### src/hdl/tmc_defines.vh
`ifndef TMC_DEFINES_VH
`define TMC_DEFINES_VH
// register byte offsets
`define TMC_OFS_CTRL_A  12'h000
`define TMC_OFS_CTRL_B  12'h004
`define TMC_OFS_COUNT   12'h008
`define TMC_OFS_CMP_A   12'h00C
`define TMC_OFS_CMP_B   12'h010
`define TMC_OFS_MASK    12'h014
`define TMC_OFS_FLAGS   12'h018
// field positions
`define TMC_COM_A_HI    7
`define TMC_COM_A_LO    6
`define TMC_COM_B_HI    5
`define TMC_COM_B_LO    4
`define TMC_WGM_HI      1
`define TMC_WGM_LO      0
`define TMC_WGM2_BIT    3
`define TMC_CS_HI       2
`define TMC_CS_LO       0
`define TMC_BIT_OVF     0
`define TMC_BIT_CMPA    1
`define TMC_BIT_CMPB    2
// reset values
`define TMC_RST_BYTE    8'h00
`define TMC_RST_FLAGS   3'h0
// tick source select codes
`define TMC_CS_STOP     3'h0
`define TMC_CS_DIV1     3'h1
`define TMC_CS_DIV8     3'h2
`define TMC_CS_DIV64    3'h3
`define TMC_CS_DIV256   3'h4
`define TMC_CS_DIV1024  3'h5
`define TMC_CS_EXT_FALL 3'h6
`define TMC_CS_EXT_RISE 3'h7
// prescaler divide counts, minus one
`define TMC_DIV8_M1     10'h007
`define TMC_DIV64_M1    10'h03F
`define TMC_DIV256_M1   10'h0FF
`define TMC_DIV1024_M1  10'h3FF
// waveform modes
`define TMC_WGM_NORMAL  3'h0
`define TMC_WGM_PC_MAX  3'h1
`define TMC_WGM_CTC     3'h2
`define TMC_WGM_FP_MAX  3'h3
`define TMC_WGM_PC_OCR  3'h5
`define TMC_WGM_FP_OCR  3'h7
`define TMC_MAX         8'hFF
`endif

### src/hdl/tmc_timer.v
// Operation
// - each timer tick clears, increments or decrements the counter per mode.
// - the tick comes from the prescaled clock or the external pin per select.
// - a select of zero stops the tick so the counter holds its value.
// - software may read and write the counter whether or not ticks run.
// - a software counter write wins over a clear or count in that cycle.
// - three mode bits, two in control A and one in control B, pick the sequence.
// - the counter has an up/down direction and a clear forcing it to zero.
// - top is flagged at the mode's top value, the maximum or compare value a, and bottom at zero.
// - the overflow flag sets at the mode's point and can request an interrupt.
// - the counter is compared every cycle with both compare values.
// - a match sets its compare flag on the tick after the match.
// - an enabled set compare flag requests an interrupt and clears on service.
// - writing a one to a compare flag bit clears that flag.
// - each compare pin is formed from match, mode bits and its output select.
// - the waveform logic uses top and bottom for the extreme counter values.
`include "tmc_defines.vh"
module tmc_timer (
  input  wire        pclk,          // system clock
  input  wire        presetn,       // async reset, active low
  input  wire        psel,          // apb select
  input  wire        penable,       // apb enable
  input  wire        pwrite,        // apb direction
  input  wire [11:0] paddr,         // apb byte address
  input  wire [31:0] pwdata,        // apb write data
  output reg  [31:0] prdata,        // apb read data
  output reg         pready,        // apb ready
  output reg         pslverr,       // apb error, unmapped address
  input  wire        ext_tick_pin,  // external count pin, asynchronous
  input  wire        ack_ovf,       // overflow interrupt serviced
  input  wire        ack_cmp_a,     // compare a interrupt serviced
  input  wire        ack_cmp_b,     // compare b interrupt serviced
  output reg         irq_ovf,       // overflow interrupt request
  output reg         irq_cmp_a,     // compare a interrupt request
  output reg         irq_cmp_b,     // compare b interrupt request
  output reg         compare_pin_a, // waveform output a
  output reg         compare_pin_b  // waveform output b
);

  reg  [7:0] timer_control_a;
  reg  [7:0] timer_control_b;
  reg  [7:0] counter_value;
  reg  [7:0] compare_value_a;
  reg  [7:0] compare_value_b;
  reg  [2:0] int_mask;
  reg        overflow_flag;
  reg        compare_flag_a;
  reg        compare_flag_b;
  reg        count_down;
  reg  [9:0] prescale;
  reg        pin_sync1;
  reg        pin_sync2;
  reg        pin_last;

  wire [2:0] tick_source_select;
  wire [2:0] waveform_mode_bits;
  wire [1:0] compare_output_select_a;
  wire [1:0] compare_output_select_b;
  assign tick_source_select = timer_control_b[`TMC_CS_HI:`TMC_CS_LO];
  assign waveform_mode_bits = {timer_control_b[`TMC_WGM2_BIT],
                               timer_control_a[`TMC_WGM_HI:`TMC_WGM_LO]};
  assign compare_output_select_a =
    timer_control_a[`TMC_COM_A_HI:`TMC_COM_A_LO];
  assign compare_output_select_b =
    timer_control_a[`TMC_COM_B_HI:`TMC_COM_B_LO];

  // apb handshake
  wire setup_ph  = psel & ~penable;
  wire wr_commit = psel & penable & pready & pwrite;

  function is_mapped;
    input [11:0] a;
    begin
      is_mapped = (a == `TMC_OFS_CTRL_A) || (a == `TMC_OFS_CTRL_B) ||
                  (a == `TMC_OFS_COUNT)  || (a == `TMC_OFS_CMP_A)  ||
                  (a == `TMC_OFS_CMP_B)  || (a == `TMC_OFS_MASK)   ||
                  (a == `TMC_OFS_FLAGS);
    end
  endfunction

  wire wr_ctrl_a = wr_commit && (paddr == `TMC_OFS_CTRL_A);
  wire wr_ctrl_b = wr_commit && (paddr == `TMC_OFS_CTRL_B);
  wire wr_count  = wr_commit && (paddr == `TMC_OFS_COUNT);
  wire wr_cmp_a  = wr_commit && (paddr == `TMC_OFS_CMP_A);
  wire wr_cmp_b  = wr_commit && (paddr == `TMC_OFS_CMP_B);
  wire wr_mask   = wr_commit && (paddr == `TMC_OFS_MASK);
  wire wr_flags  = wr_commit && (paddr == `TMC_OFS_FLAGS);

  // prescaler tap: the low bits of the free-running count are all ones;
  // the count is never cleared, so the first divided tick after a select
  // change may come at any phase of the divide period
  function div_hit;
    input [9:0] cnt;
    input [9:0] mask_m1;
    begin
      div_hit = ((cnt & mask_m1) == mask_m1);
    end
  endfunction

  // tick generation
  // pin_last resets low like an idle pin, so leaving reset makes no edge
  wire pin_rise = pin_sync2 & ~pin_last;
  wire pin_fall = ~pin_sync2 & pin_last;
  reg  timer_tick;
  always @* begin
    case (tick_source_select)
      `TMC_CS_STOP:     timer_tick = 1'b0;
      `TMC_CS_DIV1:     timer_tick = 1'b1;
      `TMC_CS_DIV8:     timer_tick = div_hit(prescale, `TMC_DIV8_M1);
      `TMC_CS_DIV64:    timer_tick = div_hit(prescale, `TMC_DIV64_M1);
      `TMC_CS_DIV256:   timer_tick = div_hit(prescale, `TMC_DIV256_M1);
      `TMC_CS_DIV1024:  timer_tick = div_hit(prescale, `TMC_DIV1024_M1);
      `TMC_CS_EXT_FALL: timer_tick = pin_fall;
      default:          timer_tick = pin_rise;
    endcase
  end

  // mode decode
  wire top_is_ocr = waveform_mode_bits[2] ||
                    (waveform_mode_bits == `TMC_WGM_CTC);
  wire [7:0] top_value = top_is_ocr ? compare_value_a : `TMC_MAX;
  wire mode_pc = (waveform_mode_bits == `TMC_WGM_PC_MAX) ||
                 (waveform_mode_bits == `TMC_WGM_PC_OCR);
  wire mode_fp = (waveform_mode_bits == `TMC_WGM_FP_MAX) ||
                 (waveform_mode_bits == `TMC_WGM_FP_OCR);
  wire mode_ctc = (waveform_mode_bits == `TMC_WGM_CTC);

  wire at_top    = (counter_value == top_value);
  wire at_max    = (counter_value == `TMC_MAX);
  wire at_bottom = (counter_value == `TMC_RST_BYTE);
  wire match_a   = (counter_value == compare_value_a);
  wire match_b   = (counter_value == compare_value_b);

  // counter next value
  reg [7:0] next_counter;
  reg       next_down;
  reg       ovf_event;
  always @* begin
    next_counter = counter_value;
    next_down    = count_down;
    ovf_event    = 1'b0;
    if (timer_tick) begin
      if (mode_pc) begin
        if (!count_down && at_top) begin
          next_down    = 1'b1;
          next_counter = counter_value - 8'h01;
        end else if (count_down && at_bottom) begin
          next_down    = 1'b0;
          next_counter = counter_value + 8'h01;
          ovf_event    = 1'b1;
        end else if (count_down) begin
          next_counter = counter_value - 8'h01;
        end else begin
          next_counter = counter_value + 8'h01;
        end
      end else if (mode_fp || mode_ctc) begin
        next_down = 1'b0;
        if (at_top) begin
          next_counter = `TMC_RST_BYTE;
        end else begin
          next_counter = counter_value + 8'h01;
        end
        ovf_event = mode_fp ? at_top : at_max;
      end else begin
        next_down    = 1'b0;
        next_counter = counter_value + 8'h01;
        ovf_event    = at_max;
      end
    end
    // a register write beats the tick update of the same edge
    if (wr_count) begin
      next_counter = pwdata[7:0];
    end
  end

  // waveform output per channel
  function wave_next;
    input       pin_now;
    input [1:0] com;
    input       match;
    input       tick;
    input       pc;
    input       fp;
    input       down;
    input       bottom;
    input       top;
    reg         r;
    begin
      r = pin_now;
      if (tick && com != 2'b00) begin
        if (fp) begin
          if (match && !top) begin
            r = com[0];
          end else if (top) begin
            r = ~com[0];
          end
        end else if (pc) begin
          if (match && !(bottom && down)) begin
            r = down ^ com[0];
          end
        end else if (match) begin
          if (com == 2'b01) begin
            r = ~pin_now;
          end else begin
            r = com[0];
          end
        end
      end
      wave_next = r;
    end
  endfunction

  function flag_next;
    input cur;
    input set_ev;
    input clr_ev;
    begin
      flag_next = set_ev | (cur & ~clr_ev);
    end
  endfunction

  // a service ack and a write-one clear act alike
  wire clr_ovf  = (wr_flags & pwdata[`TMC_BIT_OVF]) | ack_ovf;
  wire clr_cmpa = (wr_flags & pwdata[`TMC_BIT_CMPA]) | ack_cmp_a;
  wire clr_cmpb = (wr_flags & pwdata[`TMC_BIT_CMPB]) | ack_cmp_b;
  wire set_cmpa = timer_tick & match_a;
  wire set_cmpb = timer_tick & match_b;

  wire next_ovf_flag  = flag_next(overflow_flag, ovf_event, clr_ovf);
  wire next_cmpa_flag = flag_next(compare_flag_a, set_cmpa, clr_cmpa);
  wire next_cmpb_flag = flag_next(compare_flag_b, set_cmpb, clr_cmpb);

  reg [7:0] rd_mux;
  always @* begin
    rd_mux = `TMC_RST_BYTE;
    if (paddr == `TMC_OFS_CTRL_A) begin
      rd_mux = timer_control_a;
    end else if (paddr == `TMC_OFS_CTRL_B) begin
      rd_mux = timer_control_b;
    end else if (paddr == `TMC_OFS_COUNT) begin
      rd_mux = counter_value;
    end else if (paddr == `TMC_OFS_CMP_A) begin
      rd_mux = compare_value_a;
    end else if (paddr == `TMC_OFS_CMP_B) begin
      rd_mux = compare_value_b;
    end else if (paddr == `TMC_OFS_MASK) begin
      rd_mux = {5'h00, int_mask};
    end else if (paddr == `TMC_OFS_FLAGS) begin
      rd_mux = {5'h00, compare_flag_b, compare_flag_a, overflow_flag};
    end
  end

  always @(posedge pclk or negedge presetn) begin
    if (!presetn) begin
      prdata  <= 32'h0000_0000;
      pready  <= 1'b0;
      pslverr <= 1'b0;
    end else begin
      // zero wait states: ready follows every setup cycle
      pready <= setup_ph;
      if (setup_ph) begin
        prdata  <= {24'h00_0000, rd_mux};
        pslverr <= ~is_mapped(paddr);
      end else begin
        pslverr <= 1'b0;
      end
    end
  end

  always @(posedge pclk or negedge presetn) begin
    if (!presetn) begin
      timer_control_a <= `TMC_RST_BYTE;
      timer_control_b <= `TMC_RST_BYTE;
      compare_value_a <= `TMC_RST_BYTE;
      compare_value_b <= `TMC_RST_BYTE;
      int_mask        <= `TMC_RST_FLAGS;
    end else begin
      if (wr_ctrl_a) begin
        timer_control_a <= pwdata[7:0];
      end
      if (wr_ctrl_b) begin
        timer_control_b <= {4'h0, pwdata[3:0]};
      end
      if (wr_cmp_a) begin
        compare_value_a <= pwdata[7:0];
      end
      if (wr_cmp_b) begin
        compare_value_b <= pwdata[7:0];
      end
      if (wr_mask) begin
        int_mask <= pwdata[2:0];
      end
    end
  end

  always @(posedge pclk or negedge presetn) begin
    if (!presetn) begin
      prescale  <= 10'h000;
      pin_sync1 <= 1'b0;
      pin_sync2 <= 1'b0;
      pin_last  <= 1'b0;
    end else begin
      prescale  <= prescale + 10'h001;
      // only the second stage reads the first
      pin_sync1 <= ext_tick_pin;
      pin_sync2 <= pin_sync1;
      pin_last  <= pin_sync2;
    end
  end

  always @(posedge pclk or negedge presetn) begin
    if (!presetn) begin
      counter_value  <= `TMC_RST_BYTE;
      count_down     <= 1'b0;
      overflow_flag  <= 1'b0;
      compare_flag_a <= 1'b0;
      compare_flag_b <= 1'b0;
      irq_ovf        <= 1'b0;
      irq_cmp_a      <= 1'b0;
      irq_cmp_b      <= 1'b0;
      compare_pin_a  <= 1'b0;
      compare_pin_b  <= 1'b0;
    end else begin
      counter_value  <= next_counter;
      count_down     <= next_down;
      // set wins over clear; zero bits leave flags alone
      overflow_flag  <= next_ovf_flag;
      compare_flag_a <= next_cmpa_flag;
      compare_flag_b <= next_cmpb_flag;
      irq_ovf   <= next_ovf_flag & int_mask[`TMC_BIT_OVF];
      irq_cmp_a <= next_cmpa_flag & int_mask[`TMC_BIT_CMPA];
      irq_cmp_b <= next_cmpb_flag & int_mask[`TMC_BIT_CMPB];
      compare_pin_a <= wave_next(compare_pin_a, compare_output_select_a,
                         match_a, timer_tick, mode_pc, mode_fp,
                         count_down, at_bottom, at_top);
      compare_pin_b <= wave_next(compare_pin_b, compare_output_select_b,
                         match_b, timer_tick, mode_pc, mode_fp,
                         count_down, at_bottom, at_top);
    end
  end

endmodule // tmc_timer

### config.mk
export PLATFORM = sky130hd
export DESIGN_NAME = tmc_timer
export DESIGN_NICKNAME = d
export VERILOG_FILES = /design/src/hdl/tmc_timer.v
export VERILOG_INCLUDE_DIRS = /design/src /design/src/hdl
export SDC_FILE = /design/constraint.sdc
export NUM_CORES = 1
export LEC_CHECK = 0
export BUFFER_PORTS_ARGS = -buffer_cell sky130_fd_sc_hd__clkbuf_2
export CORE_ASPECT_RATIO = 0.6
export CORE_UTILIZATION = 42
export DETAILED_ROUTE_END_ITERATION = 16
export GPL_TIMING_DRIVEN = 0
export PLACE_DENSITY_LB_ADDON = 0.2
export SYNTH_ARGS = -nofsm -noshare
export SYNTH_HDL_FRONTEND = slang
export SYNTH_SLANG_ARGS = --single-unit
export TNS_END_PERCENT = 50
### constraint.sdc
create_clock -name pclk -period 2.08 [get_ports pclk]
set_input_delay 0.416 -clock pclk [delete_from_list [all_inputs] [get_ports pclk]]
set_output_delay 0.416 -clock pclk [all_outputs]
set_load 0.03 [all_outputs]
# After elaboration in Yosys (flattened, before gate mapping)
# Cells that the tools add are included.
# op_classes
addsub,3
n_eq_ne,32
n_mux,41
bitwise,36
n_reduce_logical,39
# op_table
operator,count
8-bit two-way mux,14
"12-bit by 5-bit == test with 1-bit output, second input constant",3
"12-bit by 4-bit == test with 1-bit output, second input constant",2
8-bit == test,3
1-bit two-way mux,24
"3-bit == test, second input constant",6
1-bit AND,17
"8-bit == test, second input constant",2
1-bit logical AND,15
"3-bit by 1-bit inequality test with 1-bit output, second input constant",5
"12-bit by 3-bit == test with 1-bit output, second input constant",1
"3-bit by 2-bit == test with 1-bit output, second input constant",4
12-bit logical NOT,1
1-bit inverter,11
"10-bit by 1-bit adder with 10-bit output, second input constant",1
"10-bit == test, second input constant",1
1-bit logical OR,10
"8-bit by 1-bit adder with 8-bit output, second input constant",1
8-bit logical NOT,1
4-bit AND reduction,2
"8-bit by 1-bit subtractor with 8-bit output, second input constant",1
1-bit one-hot mux with 7 select lines,1
"3-bit by 1-bit == test with 1-bit output, second input constant",2
"6-bit == test, second input constant",1
9 further kinds,22
# totals
reg_bits,71
inputBits,53
out_inout_bits,39
wordCells,173

# Longest topological paths before layout
# logic_depth
ltp_word,10
depth_mapped,9
mapped_depth_nobuf,9

# Worst setup path before layout
# OpenSTA, ideal clock, no wires.
# synth_path
path_type,register to register
start,register counter_value[7]
end,register compare_pin_b
setup_time_ns,0.125
arrival_ns,2.053
required_ns,1.955
slack_ns,-0.097
stages_incl_launch_ff,9
path_buffers,1
period_less_slack_ns,2.177
path_cell_list,dfrtp_1 buf_6 and2b_1 a221o_1 a211oi_4 o21ai_2 a21o_1 a41o_1 mux2_2
# synth_via
elab_chain_len,6
elab_cells_between_ends,14
cone_classes,eq/ne (4); mux (2); reduce/logical (8)
# synth_lines
element,line,source
from (decl),tmc_timer.v:42,reg [7:0] counter_value;
from (signal assigned),tmc_timer.v:313,counter_value <= `TMC_RST_BYTE;
from (signal assigned),tmc_timer.v:324,counter_value <= next_counter;
8-bit logical NOT (no source line),--,
1-bit logical AND,tmc_timer.v:198,if (match && !(bottom && down)) begin
1-bit logical NOT,tmc_timer.v:198,
1-bit logical AND,tmc_timer.v:198,
3-bit by 1-bit inequality test with 1-bit output (no source line),--,
4-bit AND reduction (no source line),--,
to (signal assigned),tmc_timer.v:336,"compare_pin_b <= wave_next(compare_pin_b, compare_output_select_b,"
to (decl),tmc_timer.v:37,output reg compare_pin_b
# Several ways; a longest one is shown, not always the timed one.
# A chain may end at the register's enable or synchronous reset.

# Worst setup path after layout
# layout_path
start,register counter_value[7]
end,register counter_value[2]
# layout_via
elab_chain_len,7
elab_cells_between_ends,11
cone_classes,eq/ne (1); mux (7); reduce/logical (3)
# layout_lines
element,line,source
8-bit logical NOT (no source line),--,
1-bit logical AND,tmc_timer.v:147,end else if (count_down && at_bottom) begin
8-bit two-way mux,tmc_timer.v:147,
8-bit two-way mux,tmc_timer.v:144,if (!count_down && at_top) begin
8-bit two-way mux *,tmc_timer.v:143,if (mode_pc) begin
8-bit two-way mux *,tmc_timer.v:142,if (timer_tick) begin
8-bit two-way mux *,tmc_timer.v:171,if (wr_count) begin
# Every way passes the cells marked *; elsewhere a longest branch is shown, timed or not. The select of a mux whose other input is x is not followed.

==> flow_metrics.tcl <==
set metrics [dict create \
    status "finished, violations left" \
    violations "setup timing" \
    cts_tree "done" \
    regArea_um2 1778 \
    worstPathRequired_ns 2.35 \
    first_pass_iters 5 \
    dp_hpwl_um 8963 \
    synth_cells 435 \
    gr-total-overflow 0 \
    use_met2 0.3342 \
    synth_top_family_by_area "simple AND/OR/NAND/NOR gates" \
    cts.sinks 71 \
    use_met3 0.07639 \
    ant_nets 0 \
    fin_util 0.5639 \
    wirelength_um 12480 \
    worst_pin_slew_ns 0.7353 \
    rsz0062_at_grt "yes" \
    synth_ff_type "dfrtp_1" \
    viasPerCell 5.519 \
    antenna_found_initial 0 \
    fillers 881 \
    hold_viol_final 0 \
    synthTopCellsByCount "dfrtp_1 (71), nand2_1 (38), mux2_2 (33)" \
    synth_compound_area_frac 0.1587 \
    yosysSeqAreaShare 0.4127 \
    insertion_delay_ns 0.33 \
    crit_arrival_ns 2.46 \
    num_vias 3703 \
    synth-edff-count 0 \
    layout_setup_ws_ns -0.1074 \
    min_path_type "in -> async" \
    synthTopCellsByArea "dfrtp_1 (41%), mux2_2 (8.6%), buf_4 (4.2%)" \
    timing.final.crit_period_ns 2.187 \
    finalMaxSlewViolations 0 \
    leakagePower_nw 2.535 \
    tns_ns -0.5337 \
    syn_area_um2 4305 \
    antennaDiodeCount 0 \
    grt_max_degree 50 \
    setup_viol 8 \
    grt-busiest-layer "met1" \
    globalRouteMet1Util 0.3610 \
    first_global_vias 3436 \
    cts-root-buf "clkbuf_16" \
    rows 28 \
    worst-setup-path-type "reg -> reg" \
    yosysTopAreaCellShare 0.4127 \
    cts-htree-levels 3 \
    place_congestion 0.9182 \
    multi_input_area_um2 2595 \
    synthAdderAreaFrac 0.01453 \
    postSynth.asyncResetShare 1.000 \
    die_height_um 80.43 \
    die_area_um2 10670 \
    p_per_area_nw_per_um2 586.3 \
    synth-seq-cells 71 \
    synth-simple-area-share 0.1610 \
    fin_crit_sh 1.052 \
    max_freq_ghz 0.4572 \
    remaining_drc_errors 0 \
    synth.area.mux_share 0.1171 \
    ys_warn_count 0 \
    end_kind "flip-flop" \
    cts_buffers 9 \
    cts_max_path_buffers 2 \
    num-nets-final 589 \
    grt_first_pass_wirelength_um 19370 \
    start_kind "flip-flop" \
    layout-drive-gt1-share 0.3694 \
    fp.dieW_um 132.7 \
    peakVddDrop_mv 0.5142 \
    post_drt_wl_per_cell_um 18.60 \
    yosysMostFrequentCell "dfrtp_1" \
    area_growth_pct 29.85 \
    max_slew_margin 0.5053 \
    whs_ns 0.01482 \
    yosysUniqueCellTypes 71 \
    max_cap_violations 0 \
    finalClockSkew_ns 0.003974 \
    ioPinCount 92 \
    io_buffer_count 43 \
    drtIter0Drc 290 \
    path_max_fanout 6 \
    synth_xor_area_frac 0.06103 \
    clkTransAtPathRegs_ns 0.06 \
    power_w 0.003277 \
    r2r_cells 9 \
    initial_core_util 0.4343 \
    track_usage 0.2443 \
    avgSynthCellArea_um2 9.897 \
    core-area_um2 9915 \
    synth_top_area_cell "dfrtp_1" \
    cts_hold_buf 0 \
]
[kinds of logic after synthesis]
logic type                 after synthesis
AOI/OAI and AO/OA                       94
xor gates and xnor gates                30
and+or+nand+nor                        134
muxes                                   42
buffers and inverters                   58
adders and majority gates                5
DFF                                     71
other                                    1
[path summary, 6_finish.rpt]
check / start / end / slack, ns
worst max-delay path: counter_value[7] / counter_value[2] / -0.11
worst min-delay path: presetn / pin_sync1 / 0.01
worst max register to register: counter_value[7] / counter_value[2] / -0.11
worst min register to register: pin_sync1 / pin_sync2 / 0.35
max in group asynchronous: presetn / prdata[6] / 1.51
min in group pclk: ext_tick_pin / pin_sync1 / 0.19
[metal layers]
layer | vias up | wire (µm)
li1 | 1715 | -
met1 | 1806 | 6256
met3 | 14 | 1083
met4 | 0 | 135
met2 | 168 | 5007
met5 | - | 0
[stage by stage]
step	area (µm²)	cells	setup slack [ns]
3_3_place_gp	4788	636	-1.003
3_5_place_dp	4818	637	-1.033
6_report	5590	671	-0.1074
4_1_cts	5429	667	-0.1276
2_1_floorplan	4404	458	-0.06033
5_1_grt	5590	671	-0.1706
[registers in the layout, summed over array words and instances, names as in the netlist, 3 cells and up]
name             flops
timer_control_a      8
timer_control_b      4
compare_value_b      8
prdata               8
counter_value        8
compare_value_a      8
prescale            10
int_mask             3
[layout by cell type (no fill, tap or decap), types with 3 or more instances in the layout]
cell,Yosys,final
conb_1,1,24
a22oi_1,7,7
nand2_1,38,35
mux2_2,33,33
clkbuf_1,15,10
o21a_1,3,3
clkbuf_2,0,45
o2111ai_2,0,5
nand2_2,0,3
dfrtp_1,71,70
and2_1,6,5
o221a_2,3,3
ha_1,5,4
mux2i_1,5,5
a21oi_1,14,12
o21ai_0,23,17
nor3_1,5,5
buf_4,24,41
clkbuf_4,0,3
o31ai_1,4,3
clkbuf_16,0,9
xor2_1,11,11
buf_6,1,5
and3_1,4,3
nor4_4,0,3
a31oi_1,4,3
nand3_1,15,12
clkbuf_8,0,3
o211ai_1,3,3
nand2b_1,18,18
inv_1,13,12
nand4_1,6,6
xnor2_1,19,19
o21ai_1,1,6
nor2_1,22,18
[worst max-delay path: stages, from the launching register on]
cell and delay [ns]:
dfrtp_1 0.34, buf_6 0.11, and2b_1 0.18, a221o_1 0.32, a211oi_4 0.20, buf_6 0.18
o211ai_4 0.12, or3_4 0.36, o2111ai_2 0.10, o221a_2 0.21
[report_power, final]
| group | switching, W | internal [W] |
|---|---|---|
| Clock | 0.000561 | 0.00102 |
| Sequential | 0.00000557 | 0.00139 |
| Combinational | 0.000200 | 0.0000974 |
| Total | 0.000766 | 0.00251 |
[what timing repair did]
action	CTS	global route
pin swaps	13	12
resized for setup	42	37
endpoints found under the setup margin	49	40
setup buffers	14	4
[area by class of cell]
cell class / count / area share
well taps: 135 / 0.03021
inverters: 14 / 0.01007
flip-flops and latches: 71 / 0.3180
multi-input cells: 329 / 0.4642
clock buffers: 13 / 0.04834
plain buffers: 44 / 0.05260
repair buffers: 62 / 0.06938
clock inverters: 3 / 0.007162
Note: power is estimated with default switching activity, not from simulation.
